[config.mk]
export PLATFORM = sky130hd
export DESIGN_NAME = trigger_step_sequencer_ops
export DESIGN_NICKNAME = d
export VERILOG_FILES = /design/src/rtl/trig_seq_pkg.sv /design/src/rtl/timer_if.sv /design/src/rtl/trigger_step_sequencer_ops.sv /design/src/rtl/wait_timer.sv
export VERILOG_INCLUDE_DIRS = /design/src /design/src/rtl
export SDC_FILE = /design/constraint.sdc
export NUM_CORES = 1
export LEC_CHECK = 0
export BUFFER_PORTS_ARGS = -buffer_cell sky130_fd_sc_hd__buf_2
export CAP_MARGIN = 30
export CELL_PAD_IN_SITES_DETAIL_PLACEMENT = 1
export CELL_PAD_IN_SITES_GLOBAL_PLACEMENT = 1
export CORE_ASPECT_RATIO = 1.2
export CORE_MARGIN = 2
export CORE_UTILIZATION = 44
export CTS_CLUSTER_SIZE = 10
export DETAILED_ROUTE_END_ITERATION = 10
export HOLD_SLACK_MARGIN = 0.05
export PLACE_DENSITY_LB_ADDON = 0.08
export SETUP_SLACK_MARGIN = 0.05
export SYNTH_ARGS = -nofsm -noshare
export SYNTH_HDL_FRONTEND = slang
export SYNTH_SLANG_ARGS = --single-unit
[constraint.sdc]
create_clock -name ref_clk -period 2.4 [get_ports ref_clk]
set_input_delay 0.12 -clock ref_clk [delete_from_list [all_inputs] [get_ports ref_clk]]
set_output_delay 0.12 -clock ref_clk [all_outputs]
set_load 0.005 [all_outputs]
[src/rtl/trig_seq_defines.svh]
`ifndef TRIG_SEQ_DEFINES_SVH
`define TRIG_SEQ_DEFINES_SVH

// Register byte offsets on the bus.
`define OFS_CONTROL      8'h00
`define OFS_COMMAND      8'h04
`define OFS_STATUS       8'h08
`define OFS_COUNTER0     8'h0c
`define OFS_COUNTER1     8'h10
`define OFS_LITERAL0     8'h14
`define OFS_C0_LIMIT     8'h18
`define OFS_C1_LIMIT     8'h1c
`define OFS_T0_LIMIT     8'h20
`define OFS_T1_LIMIT     8'h24
`define OFS_SD_LIMIT     8'h28
`define OFS_ADJUST       8'h2c
`define OFS_HOLD         8'h30
`define OFS_BCAST_EN     8'h34
`define OFS_CHAN_SEL     8'h38

// Control register fields.
`define CTL_SWT_BIT      0
`define CTL_SD_EN_BIT    1

// Status register fields.
`define STS_BUSY_BIT     0
`define STS_WAIT_T0_BIT  1
`define STS_WAIT_T1_BIT  2
`define STS_WAIT_SWT_BIT 3
`define STS_DELAY_BIT    4
`define STS_SD_EN_BIT    5
`define STS_DROP_BIT     6

// Step command word layout: code in [7:4], option in [3:0].
`define CMD_CODE_MSB     7
`define CMD_CODE_LSB     4
`define CMD_OPT_MSB      3
`define CMD_OPT_LSB      0

// Command codes.
`define CODE_CONTROL     4'h0
`define CODE_ADJUST_ADD  4'h1
`define CODE_HOLD_COPY   4'h2

// Control step options.
`define OPT_SD_DISABLE   4'h2
`define OPT_SD_ENABLE    4'h6
`define OPT_WAIT_T0      4'h8
`define OPT_WAIT_T1      4'h9
`define OPT_WAIT_SWT     4'hb
`define OPT_CHS_C0       4'hc
`define OPT_CHS_C1       4'hd
`define OPT_CHS_LIT0     4'he
`define OPT_BROADCAST    4'hf

// Adjust-add step options.
`define OPT_ADD_C0LIM    4'h0
`define OPT_ADD_C1LIM    4'h1
`define OPT_ADD_T0LIM    4'h2
`define OPT_ADD_T1LIM    4'h3
`define OPT_ADD_SDLIM    4'h4
`define OPT_ADD_LIT0     4'h5

// Hold-copy step options.
`define OPT_CPY_C0LIM    4'h8
`define OPT_CPY_C1LIM    4'h9
`define OPT_CPY_T0LIM    4'ha
`define OPT_CPY_T1LIM    4'hb
`define OPT_CPY_SDLIM    4'hc
`define OPT_CPY_LIT0     4'hd

// Reset values.
`define RST_REG16        16'h0000
`define RST_CMD          8'h00
`define RST_WORD         32'h0000_0000

`endif

[src/rtl/trig_seq_pkg.sv]
package trig_seq_pkg;

   // Sequencer states, one-hot.
   typedef enum logic [5:0] {
      ST_IDLE     = 6'b000001,
      ST_EXEC     = 6'b000010,
      ST_WAIT_T0  = 6'b000100,
      ST_WAIT_T1  = 6'b001000,
      ST_WAIT_SWT = 6'b010000,
      ST_DELAY    = 6'b100000
   } seq_state_e;

   // Width of every limit, literal and counter register.
   typedef logic [15:0] word16_t;

endpackage

[src/rtl/timer_if.sv]
`timescale 1ns/1ps
interface timer_if #(parameter int W = 16);
   logic         start;
   logic [W-1:0] limit;
   logic         done;

   modport ctl (output start, output limit, input done);
   modport tmr (input start, input limit, output done);
endinterface

[src/rtl/trigger_step_sequencer_ops.sv]
// Our own choices: the register addresses and the Wishbone interface to the registers.
`timescale 1ns/1ps
`include "trig_seq_defines.svh"

module trigger_step_sequencer_ops #(
   parameter int NTRIG = 16
) (
   // Clock and reset.
   input  wire logic             ref_clk,
   input  wire logic             rst_n,
   // Wishbone slave.
   input  wire logic             wb_cyc,
   input  wire logic             wb_stb,
   input  wire logic             wb_we,
   input  wire logic [7:0]       wb_adr,
   input  wire logic [3:0]       wb_sel,
   input  wire logic [31:0]      wb_dat_w,
   output logic      [31:0]      wb_dat_r,
   output logic                  wb_ack,
   // Peripheral side.
   output logic      [NTRIG-1:0] trig_out,
   output logic      [15:0]      adc_chan_sel,
   output logic                  busy
);

   timer_if #(.W(16)) t0_if ();
   timer_if #(.W(16)) t1_if ();
   timer_if #(.W(16)) sd_if ();

   wait_timer #(.W(16)) u_timer0 (.ref_clk(ref_clk), .rst_n(rst_n), .tmr(t0_if));
   wait_timer #(.W(16)) u_timer1 (.ref_clk(ref_clk), .rst_n(rst_n), .tmr(t1_if));
   wait_timer #(.W(16)) u_delay  (.ref_clk(ref_clk), .rst_n(rst_n), .tmr(sd_if));

   trig_seq_pkg::seq_state_e state_ff;
   trig_seq_pkg::seq_state_e nxt_state;
   trig_seq_pkg::word16_t    c0_ff, c1_ff, lit0_ff, c0lim_ff, c1lim_ff;
   trig_seq_pkg::word16_t    t0lim_ff, t1lim_ff, sdlim_ff, adj_ff, hold_ff, chs_ff;
   trig_seq_pkg::word16_t    nxt_c0, nxt_c1, nxt_lit0, nxt_c0lim, nxt_c1lim;
   trig_seq_pkg::word16_t    nxt_t0lim, nxt_t1lim, nxt_sdlim, nxt_adj, nxt_hold, nxt_chs;
   logic [NTRIG-1:0]         bte_ff, nxt_bte, trig_ff, nxt_trig;
   logic [7:0]               cmd_ff, nxt_cmd;
   logic                     sd_en_ff, nxt_sd_en, swt_ff, nxt_swt, swt_prev_ff;
   logic                     drop_ff, nxt_drop, ack_ff, nxt_ack;
   logic [31:0]              rdata_ff, nxt_rdata, rd_mux;
   logic                     req, wr, step_end;
   logic [3:0]               code, opt;

   assign req  = wb_cyc && wb_stb;
   // The write lands on the edge where the master sees ack, not before.
   assign wr   = req && wb_we && ack_ff;
   assign code = cmd_ff[`CMD_CODE_MSB:`CMD_CODE_LSB];
   assign opt  = cmd_ff[`CMD_OPT_MSB:`CMD_OPT_LSB];

   assign wb_ack       = ack_ff;
   assign wb_dat_r     = rdata_ff;
   assign trig_out     = trig_ff;
   assign adc_chan_sel = chs_ff;
   assign busy         = (state_ff != trig_seq_pkg::ST_IDLE);

   // Lane merge for 16-bit registers; lanes 2 and 3 are not stored.
   function automatic logic [15:0] merge(input logic [15:0] old, input logic [31:0] d,
                                          input logic [3:0] sel);
      logic [15:0] r;
      r = old;
      if (sel[0]) r[7:0] = d[7:0];
      if (sel[1]) r[15:8] = d[15:8];
      return r;
   endfunction

   // Read multiplexer; unmapped offsets read as zero.
   always_comb begin
      rd_mux = `RST_WORD;
      case (wb_adr)
         `OFS_CONTROL: begin
            rd_mux[`CTL_SWT_BIT]   = swt_ff;
            rd_mux[`CTL_SD_EN_BIT] = sd_en_ff;
         end
         `OFS_COMMAND:  rd_mux[7:0]  = cmd_ff;
         `OFS_STATUS: begin
            rd_mux[`STS_BUSY_BIT]     = busy;
            rd_mux[`STS_WAIT_T0_BIT]  = (state_ff == trig_seq_pkg::ST_WAIT_T0);
            rd_mux[`STS_WAIT_T1_BIT]  = (state_ff == trig_seq_pkg::ST_WAIT_T1);
            rd_mux[`STS_WAIT_SWT_BIT] = (state_ff == trig_seq_pkg::ST_WAIT_SWT);
            rd_mux[`STS_DELAY_BIT]    = (state_ff == trig_seq_pkg::ST_DELAY);
            rd_mux[`STS_SD_EN_BIT]    = sd_en_ff;
            rd_mux[`STS_DROP_BIT]     = drop_ff;
         end
         `OFS_COUNTER0: rd_mux[15:0] = c0_ff;
         `OFS_COUNTER1: rd_mux[15:0] = c1_ff;
         `OFS_LITERAL0: rd_mux[15:0] = lit0_ff;
         `OFS_C0_LIMIT: rd_mux[15:0] = c0lim_ff;
         `OFS_C1_LIMIT: rd_mux[15:0] = c1lim_ff;
         `OFS_T0_LIMIT: rd_mux[15:0] = t0lim_ff;
         `OFS_T1_LIMIT: rd_mux[15:0] = t1lim_ff;
         `OFS_SD_LIMIT: rd_mux[15:0] = sdlim_ff;
         `OFS_ADJUST:   rd_mux[15:0] = adj_ff;
         `OFS_HOLD:     rd_mux[15:0] = hold_ff;
         `OFS_BCAST_EN: rd_mux[NTRIG-1:0] = bte_ff;
         `OFS_CHAN_SEL: rd_mux[15:0] = chs_ff;
         default:       rd_mux = `RST_WORD;
      endcase
   end

   // Bus handshake: data is captured in the first cycle and ack follows one cycle later.
   always_comb begin
      nxt_ack   = req && !ack_ff;
      nxt_rdata = (req && !ack_ff) ? rd_mux : rdata_ff;
   end

   // Timer limits follow the registers live, so a limit change during a wait moves the match.
   assign t0_if.limit = t0lim_ff;
   assign t1_if.limit = t1lim_ff;
   assign sd_if.limit = sdlim_ff;

   // Register file, command execution and sequencer state in one group, since a step
   // and a software write may touch the same register in one cycle; the step wins.
   always_comb begin
      nxt_state = state_ff;
      nxt_c0    = c0_ff;
      nxt_c1    = c1_ff;
      nxt_lit0  = lit0_ff;
      nxt_c0lim = c0lim_ff;
      nxt_c1lim = c1lim_ff;
      nxt_t0lim = t0lim_ff;
      nxt_t1lim = t1lim_ff;
      nxt_sdlim = sdlim_ff;
      nxt_adj   = adj_ff;
      nxt_hold  = hold_ff;
      nxt_bte   = bte_ff;
      nxt_chs   = chs_ff;
      nxt_cmd   = cmd_ff;
      nxt_sd_en = sd_en_ff;
      nxt_swt   = swt_ff;
      nxt_drop  = drop_ff;
      nxt_trig  = '0;
      step_end  = 1'b0;
      t0_if.start = 1'b0;
      t1_if.start = 1'b0;
      sd_if.start = 1'b0;

      // Software writes.
      if (wr) begin
         case (wb_adr)
            `OFS_CONTROL: begin
               if (wb_sel[0]) begin
                  nxt_swt   = wb_dat_w[`CTL_SWT_BIT];
                  nxt_sd_en = wb_dat_w[`CTL_SD_EN_BIT];
               end
            end
            `OFS_COMMAND: begin
               // A command is only taken while idle; otherwise it is dropped and flagged.
               if (state_ff == trig_seq_pkg::ST_IDLE && wb_sel[0]) begin
                  nxt_cmd   = wb_dat_w[7:0];
                  nxt_state = trig_seq_pkg::ST_EXEC;
               end else begin
                  nxt_drop = 1'b1;
               end
            end
            `OFS_STATUS:   nxt_drop  = drop_ff && !(wb_sel[0] && wb_dat_w[`STS_DROP_BIT]);
            `OFS_COUNTER0: nxt_c0    = merge(c0_ff, wb_dat_w, wb_sel);
            `OFS_COUNTER1: nxt_c1    = merge(c1_ff, wb_dat_w, wb_sel);
            `OFS_LITERAL0: nxt_lit0  = merge(lit0_ff, wb_dat_w, wb_sel);
            `OFS_C0_LIMIT: nxt_c0lim = merge(c0lim_ff, wb_dat_w, wb_sel);
            `OFS_C1_LIMIT: nxt_c1lim = merge(c1lim_ff, wb_dat_w, wb_sel);
            `OFS_T0_LIMIT: nxt_t0lim = merge(t0lim_ff, wb_dat_w, wb_sel);
            `OFS_T1_LIMIT: nxt_t1lim = merge(t1lim_ff, wb_dat_w, wb_sel);
            `OFS_SD_LIMIT: nxt_sdlim = merge(sdlim_ff, wb_dat_w, wb_sel);
            `OFS_ADJUST:   nxt_adj   = merge(adj_ff, wb_dat_w, wb_sel);
            `OFS_HOLD:     nxt_hold  = merge(hold_ff, wb_dat_w, wb_sel);
            `OFS_BCAST_EN: nxt_bte   = NTRIG'(merge(16'(bte_ff), wb_dat_w, wb_sel));
            default:       nxt_drop  = drop_ff;
         endcase
      end

      // Sequencer.
      case (state_ff)
         trig_seq_pkg::ST_IDLE: nxt_state = nxt_state;
         trig_seq_pkg::ST_EXEC: begin
            step_end = 1'b1;
            case (code)
               `CODE_CONTROL: begin
                  case (opt)
                     `OPT_SD_DISABLE: nxt_sd_en = 1'b0;
                     `OPT_SD_ENABLE:  nxt_sd_en = 1'b1;
                     `OPT_WAIT_T0: begin
                        t0_if.start = 1'b1;
                        step_end    = 1'b0;
                        nxt_state   = trig_seq_pkg::ST_WAIT_T0;
                     end
                     `OPT_WAIT_T1: begin
                        t1_if.start = 1'b1;
                        step_end    = 1'b0;
                        nxt_state   = trig_seq_pkg::ST_WAIT_T1;
                     end
                     `OPT_WAIT_SWT: begin
                        step_end  = 1'b0;
                        nxt_state = trig_seq_pkg::ST_WAIT_SWT;
                     end
                     `OPT_CHS_C0:   nxt_chs = c0_ff;
                     `OPT_CHS_C1:   nxt_chs = c1_ff;
                     `OPT_CHS_LIT0: nxt_chs = lit0_ff;
                     `OPT_BROADCAST: nxt_trig = bte_ff;
                     default: nxt_chs = chs_ff;
                  endcase
               end
               `CODE_ADJUST_ADD: begin
                  case (opt)
                     `OPT_ADD_C0LIM: nxt_c0lim = c0lim_ff + adj_ff;
                     `OPT_ADD_C1LIM: nxt_c1lim = c1lim_ff + adj_ff;
                     `OPT_ADD_T0LIM: nxt_t0lim = t0lim_ff + adj_ff;
                     `OPT_ADD_T1LIM: nxt_t1lim = t1lim_ff + adj_ff;
                     `OPT_ADD_SDLIM: nxt_sdlim = sdlim_ff + adj_ff;
                     `OPT_ADD_LIT0:  nxt_lit0  = lit0_ff + adj_ff;
                     default:        nxt_lit0  = nxt_lit0;
                  endcase
               end
               `CODE_HOLD_COPY: begin
                  case (opt)
                     `OPT_CPY_C0LIM: nxt_c0lim = hold_ff;
                     `OPT_CPY_C1LIM: nxt_c1lim = hold_ff;
                     `OPT_CPY_T0LIM: nxt_t0lim = hold_ff;
                     `OPT_CPY_T1LIM: nxt_t1lim = hold_ff;
                     `OPT_CPY_SDLIM: nxt_sdlim = hold_ff;
                     `OPT_CPY_LIT0:  nxt_lit0  = hold_ff;
                     default:        nxt_lit0  = nxt_lit0;
                  endcase
               end
               default: step_end = 1'b1;
            endcase
         end
         trig_seq_pkg::ST_WAIT_T0:  step_end = t0_if.done;
         trig_seq_pkg::ST_WAIT_T1:  step_end = t1_if.done;
         trig_seq_pkg::ST_WAIT_SWT: step_end = swt_ff && !swt_prev_ff;
         trig_seq_pkg::ST_DELAY:    nxt_state = sd_if.done ? trig_seq_pkg::ST_IDLE : state_ff;
         default:                   nxt_state = trig_seq_pkg::ST_IDLE;
      endcase

      // A finished step passes through the step delay when it is enabled.
      if (step_end) begin
         if (nxt_sd_en) begin
            sd_if.start = 1'b1;
            nxt_state   = trig_seq_pkg::ST_DELAY;
         end else begin
            nxt_state = trig_seq_pkg::ST_IDLE;
         end
      end
   end

   always_ff @(posedge ref_clk or negedge rst_n) begin
      if (!rst_n) begin
         state_ff    <= trig_seq_pkg::ST_IDLE;
         c0_ff       <= `RST_REG16;
         c1_ff       <= `RST_REG16;
         lit0_ff     <= `RST_REG16;
         c0lim_ff    <= `RST_REG16;
         c1lim_ff    <= `RST_REG16;
         t0lim_ff    <= `RST_REG16;
         t1lim_ff    <= `RST_REG16;
         sdlim_ff    <= `RST_REG16;
         adj_ff      <= `RST_REG16;
         hold_ff     <= `RST_REG16;
         chs_ff      <= `RST_REG16;
         bte_ff      <= '0;
         trig_ff     <= '0;
         cmd_ff      <= `RST_CMD;
         sd_en_ff    <= 1'b0;
         swt_ff      <= 1'b0;
         swt_prev_ff <= 1'b0;
         drop_ff     <= 1'b0;
         ack_ff      <= 1'b0;
         rdata_ff    <= `RST_WORD;
      end else begin
         state_ff    <= nxt_state;
         c0_ff       <= nxt_c0;
         c1_ff       <= nxt_c1;
         lit0_ff     <= nxt_lit0;
         c0lim_ff    <= nxt_c0lim;
         c1lim_ff    <= nxt_c1lim;
         t0lim_ff    <= nxt_t0lim;
         t1lim_ff    <= nxt_t1lim;
         sdlim_ff    <= nxt_sdlim;
         adj_ff      <= nxt_adj;
         hold_ff     <= nxt_hold;
         chs_ff      <= nxt_chs;
         bte_ff      <= nxt_bte;
         trig_ff     <= nxt_trig;
         cmd_ff      <= nxt_cmd;
         sd_en_ff    <= nxt_sd_en;
         swt_ff      <= nxt_swt;
         swt_prev_ff <= swt_ff;
         drop_ff     <= nxt_drop;
         ack_ff      <= nxt_ack;
         rdata_ff    <= nxt_rdata;
      end
   end

endmodule

[src/rtl/wait_timer.sv]
`timescale 1ns/1ps
module wait_timer #(
   parameter int W = 16
) (
   // Clock and reset.
   input  wire logic ref_clk,
   input  wire logic rst_n,
   // Control side.
   timer_if.tmr      tmr
);

   logic [W-1:0] count_ff;
   logic [W-1:0] nxt_count;
   logic         running_ff;
   logic         nxt_running;

   // Done is combinational so the sequencer leaves its wait in the match cycle.
   assign tmr.done = running_ff && (count_ff == tmr.limit);

   // A start restarts from zero; the timer stops itself on the match.
   always_comb begin
      nxt_count   = count_ff;
      nxt_running = running_ff;
      if (tmr.start) begin
         nxt_count   = '0;
         nxt_running = 1'b1;
      end else if (tmr.done) begin
         nxt_running = 1'b0;
      end else if (running_ff) begin
         nxt_count = count_ff + 1'b1;
      end
   end

   always_ff @(posedge ref_clk or negedge rst_n) begin
      if (!rst_n) begin
         count_ff   <= '0;
         running_ff <= 1'b0;
      end else begin
         count_ff   <= nxt_count;
         running_ff <= nxt_running;
      end
   end

endmodule

## Word level (Yosys, flattened, before mapping)

Cells that the tools add are included.

- Mux-type cells: 99
- Add/subtract/negate cells: 9
- Reduce and logical (&&, ||, !) cells: 44
- Equal/unequal tests: 45

Operators by type and width:

| kind | count |
|---|---|
| 16-bit 2-to-1 mux | 42 |
| 16-bit one-hot mux with 2 select lines | 6 |
| 16-bit adder | 6 |
| 8-bit 2-to-1 mux | 12 |
| 8-bit one-hot mux with 12 select lines | 1 |
| 5-bit one-hot mux with 14 select lines | 1 |
| 8-bit by 6-bit equality test with 1-bit output (second input constant) | 7 |
| 16-bit by 1-bit adder with 16-bit output (second input constant) | 3 |
| 16-bit equality test | 3 |
| 16-bit one-hot mux with 3 select lines | 1 |
| 6-bit 2-to-1 mux | 7 |
| 3-bit AND reduction | 14 |
| 6-bit one-hot mux with 3 select lines | 2 |
| 4-bit equality test (second input constant) | 8 |
| 8-bit by 5-bit equality test with 1-bit output (second input constant) | 4 |
| 2-bit one-hot mux with 15 select lines | 1 |
| 1-bit 2-to-1 mux | 22 |
| 8-bit by 4-bit equality test with 1-bit output (second input constant) | 2 |
| 2-bit nonzero test | 7 |
| 1-bit one-hot mux with 13 select lines | 1 |
| 4-bit by 2-bit equality test with 1-bit output (second input constant) | 3 |
| 4-bit by 3-bit equality test with 1-bit output (second input constant) | 3 |
| 1-bit logical AND | 11 |
| 4-bit by 1-bit equality test with 1-bit output (second input constant) | 2 |
| 19 further kinds | 28 |

- Output and inout bits: 66
- Bits of input ports: 49
- Word-level logic and storage cells: 229
- Register bits after elaboration: 294

## Logic depth before layout (Yosys ltp)

- Word-level depth: 11
- Mapped depth: 11
- Mapped depth without buffers: 10

## Modules after synthesis

Synthesis repeated with hierarchy kept, for this count alone.

- Cells, all modules: 2412
- Area total of the unflattened synthesis: 21699.6 µm²

By module, submodules not included:

| module | seq. area each (µm²) | area an instance (µm²) | instances | cells an instance |
|---|---|---|---|---|
| trigger_step_sequencer_ops | 6082.1 | 18426.4 | 1 | 2064 |
| wait_timer at u_delay ... | 425.4 | 1073.5 | 2 | 113 |
| wait_timer at u_timer1 | 425.4 | 1126.1 | 1 | 122 |

## Worst setup path after synthesis

OpenSTA, ideal clock, no wires.

- Kind: register to register
- Start point: reg adj_ff[1]
- End point: reg t0lim_ff[14] (netlist: t0_if.limit[14])
- Clock period less this slack: 2.482 ns
- Slack: -0.082 ns
- Stages on the path, launching flop included: 10
- Arrival time: 2.405 ns
- Data required time: 2.323 ns
- Path buffers: 0
- Library setup time: 0.077 ns
- Path through: dfrtp_1 inv_1 fa_1 nand2b_1 a21oi_1 o211ai_1 or4_1 o21ai_0 a211oi_1 a21oi_1

- Cells in the longest elaborated chain, start to end: 4

RTL lines:

| item | RTL line | source |
|---|---|---|
| start: declaration | trigger_step_sequencer_ops.sv:37 | `trig_seq_pkg::word16_t t0lim_ff, t1lim_ff, sdlim_ff, adj_ff, hold_ff, chs_ff;` |
| start signal: assignment | trigger_step_sequencer_ops.sv:260 | `` adj_ff <= `RST_REG16; `` |
| start signal: assignment | trigger_step_sequencer_ops.sv:282 | `adj_ff <= nxt_adj;` |
| 16-bit adder | trigger_step_sequencer_ops.sv:210 | `` `OPT_ADD_T0LIM: nxt_t0lim = t0lim_ff + adj_ff; `` |
| 16-bit 2-to-1 mux | trigger_step_sequencer_ops.sv:207 | `case (opt)` |
| 16-bit one-hot mux with 2 select lines | trigger_step_sequencer_ops.sv:180 | `case (code)` |
| 16-bit 2-to-1 mux | trigger_step_sequencer_ops.sv:176 | `case (state_ff)` |
| named net nxt_t0lim[14] | trigger_step_sequencer_ops.sv:39 | `trig_seq_pkg::word16_t nxt_t0lim, nxt_t1lim, nxt_sdlim, nxt_adj, nxt_hold, nxt_chs;` |
| end signal: assignment | trigger_step_sequencer_ops.sv:257 | `` t0lim_ff <= `RST_REG16; `` |
| end signal: assignment | trigger_step_sequencer_ops.sv:279 | `t0lim_ff <= nxt_t0lim;` |
| end: declaration | trigger_step_sequencer_ops.sv:37 |  |

The timed path passes the listed nets, and every way through them passes these cells.
A chain may end at the register's enable or synchronous reset.

## Final worst setup path

- Start point: reg cmd_ff[5]
- End point: reg t1lim_ff[4] (netlist: t1_if.limit[4])

- Cells in the longest elaborated chain, start to end: 3
- Elaborated cells between the ends (all ways): 4
- Classes of those cells: eq/ne: 2; mux: 2

RTL lines:

| item | RTL line | source |
|---|---|---|
| start: declaration | trigger_step_sequencer_ops.sv:41 | `logic [7:0] cmd_ff, nxt_cmd;` |
| start signal: assignment | trigger_step_sequencer_ops.sv:265 | `` cmd_ff <= `RST_CMD; `` |
| start signal: assignment | trigger_step_sequencer_ops.sv:287 | `cmd_ff <= nxt_cmd;` |
| 4-bit by 2-bit equality test with 1-bit output / 4-bit by 1-bit equality test with 1-bit output (equally long branches) | trigger_step_sequencer_ops.sv:180 |  |
| 16-bit one-hot mux with 2 select lines (*) | trigger_step_sequencer_ops.sv:180 |  |
| 16-bit 2-to-1 mux (*) | trigger_step_sequencer_ops.sv:176 |  |
| named net nxt_t1lim[4] | trigger_step_sequencer_ops.sv:39 |  |
| end signal: assignment | trigger_step_sequencer_ops.sv:258 | `` t1lim_ff <= `RST_REG16; `` |
| end signal: assignment | trigger_step_sequencer_ops.sv:280 | `t1lim_ff <= nxt_t1lim;` |
| end: declaration | trigger_step_sequencer_ops.sv:37 |  |

Mark *: on every way through the listed nets, which the timed path passes. The rest lies on a longest branch.

==> summary.md <==
| Metric | Value |
|---|---|
| Outcome | `finished, violations left` |
| Failing checks | `negative setup slack` |
| Hold WC Path Type | `in2async` |
| Fin. Hold Viols | `0` |
| Placement Setup Slack | `-0.380 ns` |
| Tot GR Track Use | `around 44%` |
| Synthesis-stage register bit count | `about 290` |
| Placed Cells | `3267` |
| Seq. cell area | `7380 um^2` |
| Pins Over Slew Limit | `0` |
| Post-Route Setup TNS | `-0.401 ns` |
| Initial core utilization | `approximately 44%` |
| Worst r2r dst | `t1_if.limit[4]$_DFF_PN0_` |
| PnR worst setup slack | `-0.125 ns` |
| Die area | `49100 um^2` |
| Avg Synthesized Cell Area | `between 9 and 10 um^2` |
| Core area | `~47000 um^2` |
| Vias | `roughly 23000` |
| H-tree levels | `2` |
| Routability cong. | `roughly 1.0` |
| Initial antenna violation count | `6` |
| Layout cells sized above 1 | `a little over a third` |
| Synth cell types | `slightly above 90` |
| Root buf cell | `clkbuf_16` |
| P_leak | `roughly 0.013 uW` |
| Sink Count | `just under 300` |
| Largest fanout on the critical path | `8` |
| Period utilisation layout | `105%` |
| FP Rows | `between 80 and 90` |
| R2R Path Start | `cmd_ff[5]$_DFFE_PN0P_` |
| Vias per cell | `6.62` |
| RSZ-0062 raised after global routing | `yes` |
| Startpoint types | `register` |
| CTS tree | `built` |
| FILL cells | `5249` |
| Multi-input gate area | `around 14000 um^2` |
| Port Buffers | `80` |
| Gr ovfl total | `0` |
| Power per cell area | `422 nW/um^2` |
| Critical Path Slowest Stage Cell | `dfrtp_2` |
| Max-Cap Viols | `0` |
| CP Data Arrival Time | `3.01 ns` |
| Die Height | `~240 um` |
| DRC Markers | `0` |
| Worst R2R Setup Slack | `-0.12 ns` |
| Number of global-route vias before repair | `around 23000` |
| Largest net degree at the start of global routing | `75` |
| CP Capture Type | `register` |
| Worst reg2reg path depth | `10` |
| Nets | `2909` |
| Type of the worst setup path | `reg2reg` |
| Clk Latency, worst-skew pair | `0.59 ns` |
| Fraction of registers with async set/reset | `100%` |
| Ports | `approximately 120` |
| Die W | `203 um` |
| Routed Antenna Nets | `0` |
| CP Data Required Time | `between 2 and 3 ns` |
| Yosys warning total | `0` |
| Iteration-0 DRC Markers | `2328` |
| Clock transition at path regs | `around 0.060 ns` |
| Syn Std Cell Area | `between 20000 and 25000 um^2` |
| Slew margin rel. | `between 30% and 40%` |
| Final Skew | `0.0250 ns` |
| Final Critical Period | `about 2.5 ns` |
| Total wire length | `roughly 110000 um` |
| Drt pass-1 iters | `5` |
| Final Setup Violations | `9` |
| Hpwl dp | `approximately 80000 um` |
| Max Freq | `between 0.3 and 0.4 GHz` |
| Global-route wire length before repair | `159000 um` |
| Fin cells | `roughly 3400` |
| Hold_ws | `around 0.08 ns` |
| Max stage delay on crit path | `approximately 0.45 ns` |
| CTS Buf Count | `39` |
| Main synth FF type | `dfrtp_1` |
| Sequential cell area fraction in the yosys report | `35.3%` |
| VDD IR-drop max | `between 400 and 500 uV` |
| CTS Buffer Depth | `3` |
| Worst path most repeated cell | `buf_4` |
| Post-synth EDFFs | `0` |
| Routed WL per cell | `33.5 um` |
| Slew @ Worst Pin | `around 0.94 ns` |
| Crit path cell chain | `nor4b_4 -> buf_4 -> buf_4 -> nand4_1 -> buf_4 -> a211oi_1 -> a21oi_1 -> o21ai_0 -> nand2_1 -> o21ai_0` |
| Synth Instances | `approximately 2300` |
| Layout area overhead | `34.9%` |
[where the power goes]
group          leakage, uW  switching [uW]  internal, uW
Combinational      0.00870             633           308
Clock             0.000600            2470          3380
Sequential         0.00362            50.3          5010
[cell type report]
cell class,instances,area share (%)
antenna,6,0.0534
clock buffer,54,3.89
clock inverter,11,0.414
inverter,34,0.472
multi-input combinational,1808,49.6
sequential,294,26.3
tap,623,2.77
timing repair buffer,584,16.6
[worst max-delay path: cells and delay by family, from the launching register on]
| kind | cells | cell delay, ns |
|---|---|---|
| AO/OA/AOI/OAI | 4 | 0.40 |
| AND/OR/NAND/NOR | 3 | 0.83 |
| flip-flops | 1 | 0.45 |
| buffers and inverters | 3 | 0.72 |
[what timing repair did]
item / 4_1_cts / 5_1_grt
gates resized for setup: 132 / 188
setup buffers: 27 / 44
endpoints found under the setup margin: 123 / 124
hold buffers: 4 / 0
cloned: 0 / 7
endpoints found under the hold margin: 296 / 0
pin swaps: 59 / 103
[layer usage]
metal  vias up  share of wire [%]  track usage, %  wire (um)
li1       9367                  -               -          -
met1     11400                 37            54.8      42400
met2      1368                 43            65.8      49000
met3       499                9.7            10.4      11100
met4         2                 10            36.9      11700
met5         -              0.011               0         12
[placed cells by master (no fill, tap or decap), types with 21 or more instances in the layout]
cell       count
nand3_1       61
nor3_1        24
a22o_1        21
a22oi_1       52
o21ai_1       31
mux2i_1      107
o221ai_1      22
a31oi_1       38
nor2_1       178
nand2_1      158
xor2_1        81
buf_4        451
inv_1         29
buf_2         80
o22ai_1       52
xnor2_1       74
o21ai_0      107
dfrtp_1      277
a21o_1        28
mux2_2       114
a21oi_1      125
ha_1          74
clkbuf_16     45
nand2b_1      27
[stage by stage]
| step | total power, uW | util, % | instance area (um^2) |
|---|---|---|---|
| 4_1_cts | 11800 | 57.3 | 26900 |
| 6_report | 11800 | 59.9 | 28100 |
| 3_3_place_gp | 5990 | 53.0 | 24900 |
| 2_1_floorplan | 5510 | - | 20900 |
| 5_1_grt | 12100 | 59.9 | 28100 |
| 3_5_place_dp | 6010 | 53.1 | 24900 |
[cells by family (layout without fill, tap and decap cells)]
| family | count (synthesis) | count (layout) | synth area share [%] |
|---|---|---|---|
| fa+ha+maj | 99 | 99 | 6.16 |
| xor+xnor | 160 | 160 | 6.73 |
| other cells | 1 | 22 | 0.0180 |
| simple gates | 652 | 652 | 15.9 |
| buf+inv | 174 | 683 | 3.66 |
| compound gates | 650 | 650 | 20.0 |
| flops | 294 | 294 | 35.3 |
| mux | 231 | 231 | 12.2 |
[cells in the mapped netlist, types with 28 or more instances]
cell type / number / area, um^2
mux2i_1: 109 / 1090
nand2_1: 161 / 604
a22oi_1: 56 / 420
xor2_1: 81 / 709
mux2_2: 115 / 1290
clkbuf_1: 92 / 345
o22ai_1: 53 / 332
nand2b_1: 32 / 200
ha_1: 93 / 1160
xnor2_1: 79 / 692
a31oi_1: 42 / 263
o21ai_0: 149 / 746
a21oi_1: 144 / 721
inv_1: 34 / 128
nand3_1: 62 / 310
a21o_1: 28 / 210
dfrtp_1: 293 / 7330
nor2_1: 200 / 751
[worst max-delay path by stage]
stage / start / to / slack [ns]
2_1_floorplan: adj_ff[0]$_DFFE_PN0P_ / t0_if.limit[14]$_DFF_PN0_ / -0.0001
3_3_place_gp: wb_adr[5] / wb_dat_r[13]$_DFFE_PN0P_ / -0.44
3_5_place_dp: adj_ff[0]$_DFFE_PN0P_ / t1_if.limit[14]$_DFF_PN0_ / -0.38
4_1_cts: adj_ff[0]$_DFFE_PN0P_ / t1_if.limit[14]$_DFF_PN0_ / -0.09
5_1_grt: adj_ff[0]$_DFFE_PN0P_ / t0_if.limit[15]$_DFF_PN0_ / -0.20
6_report: cmd_ff[5]$_DFFE_PN0P_ / t1_if.limit[4]$_DFF_PN0_ / -0.12
No activity file was read; power rests on OpenSTA's default activity.
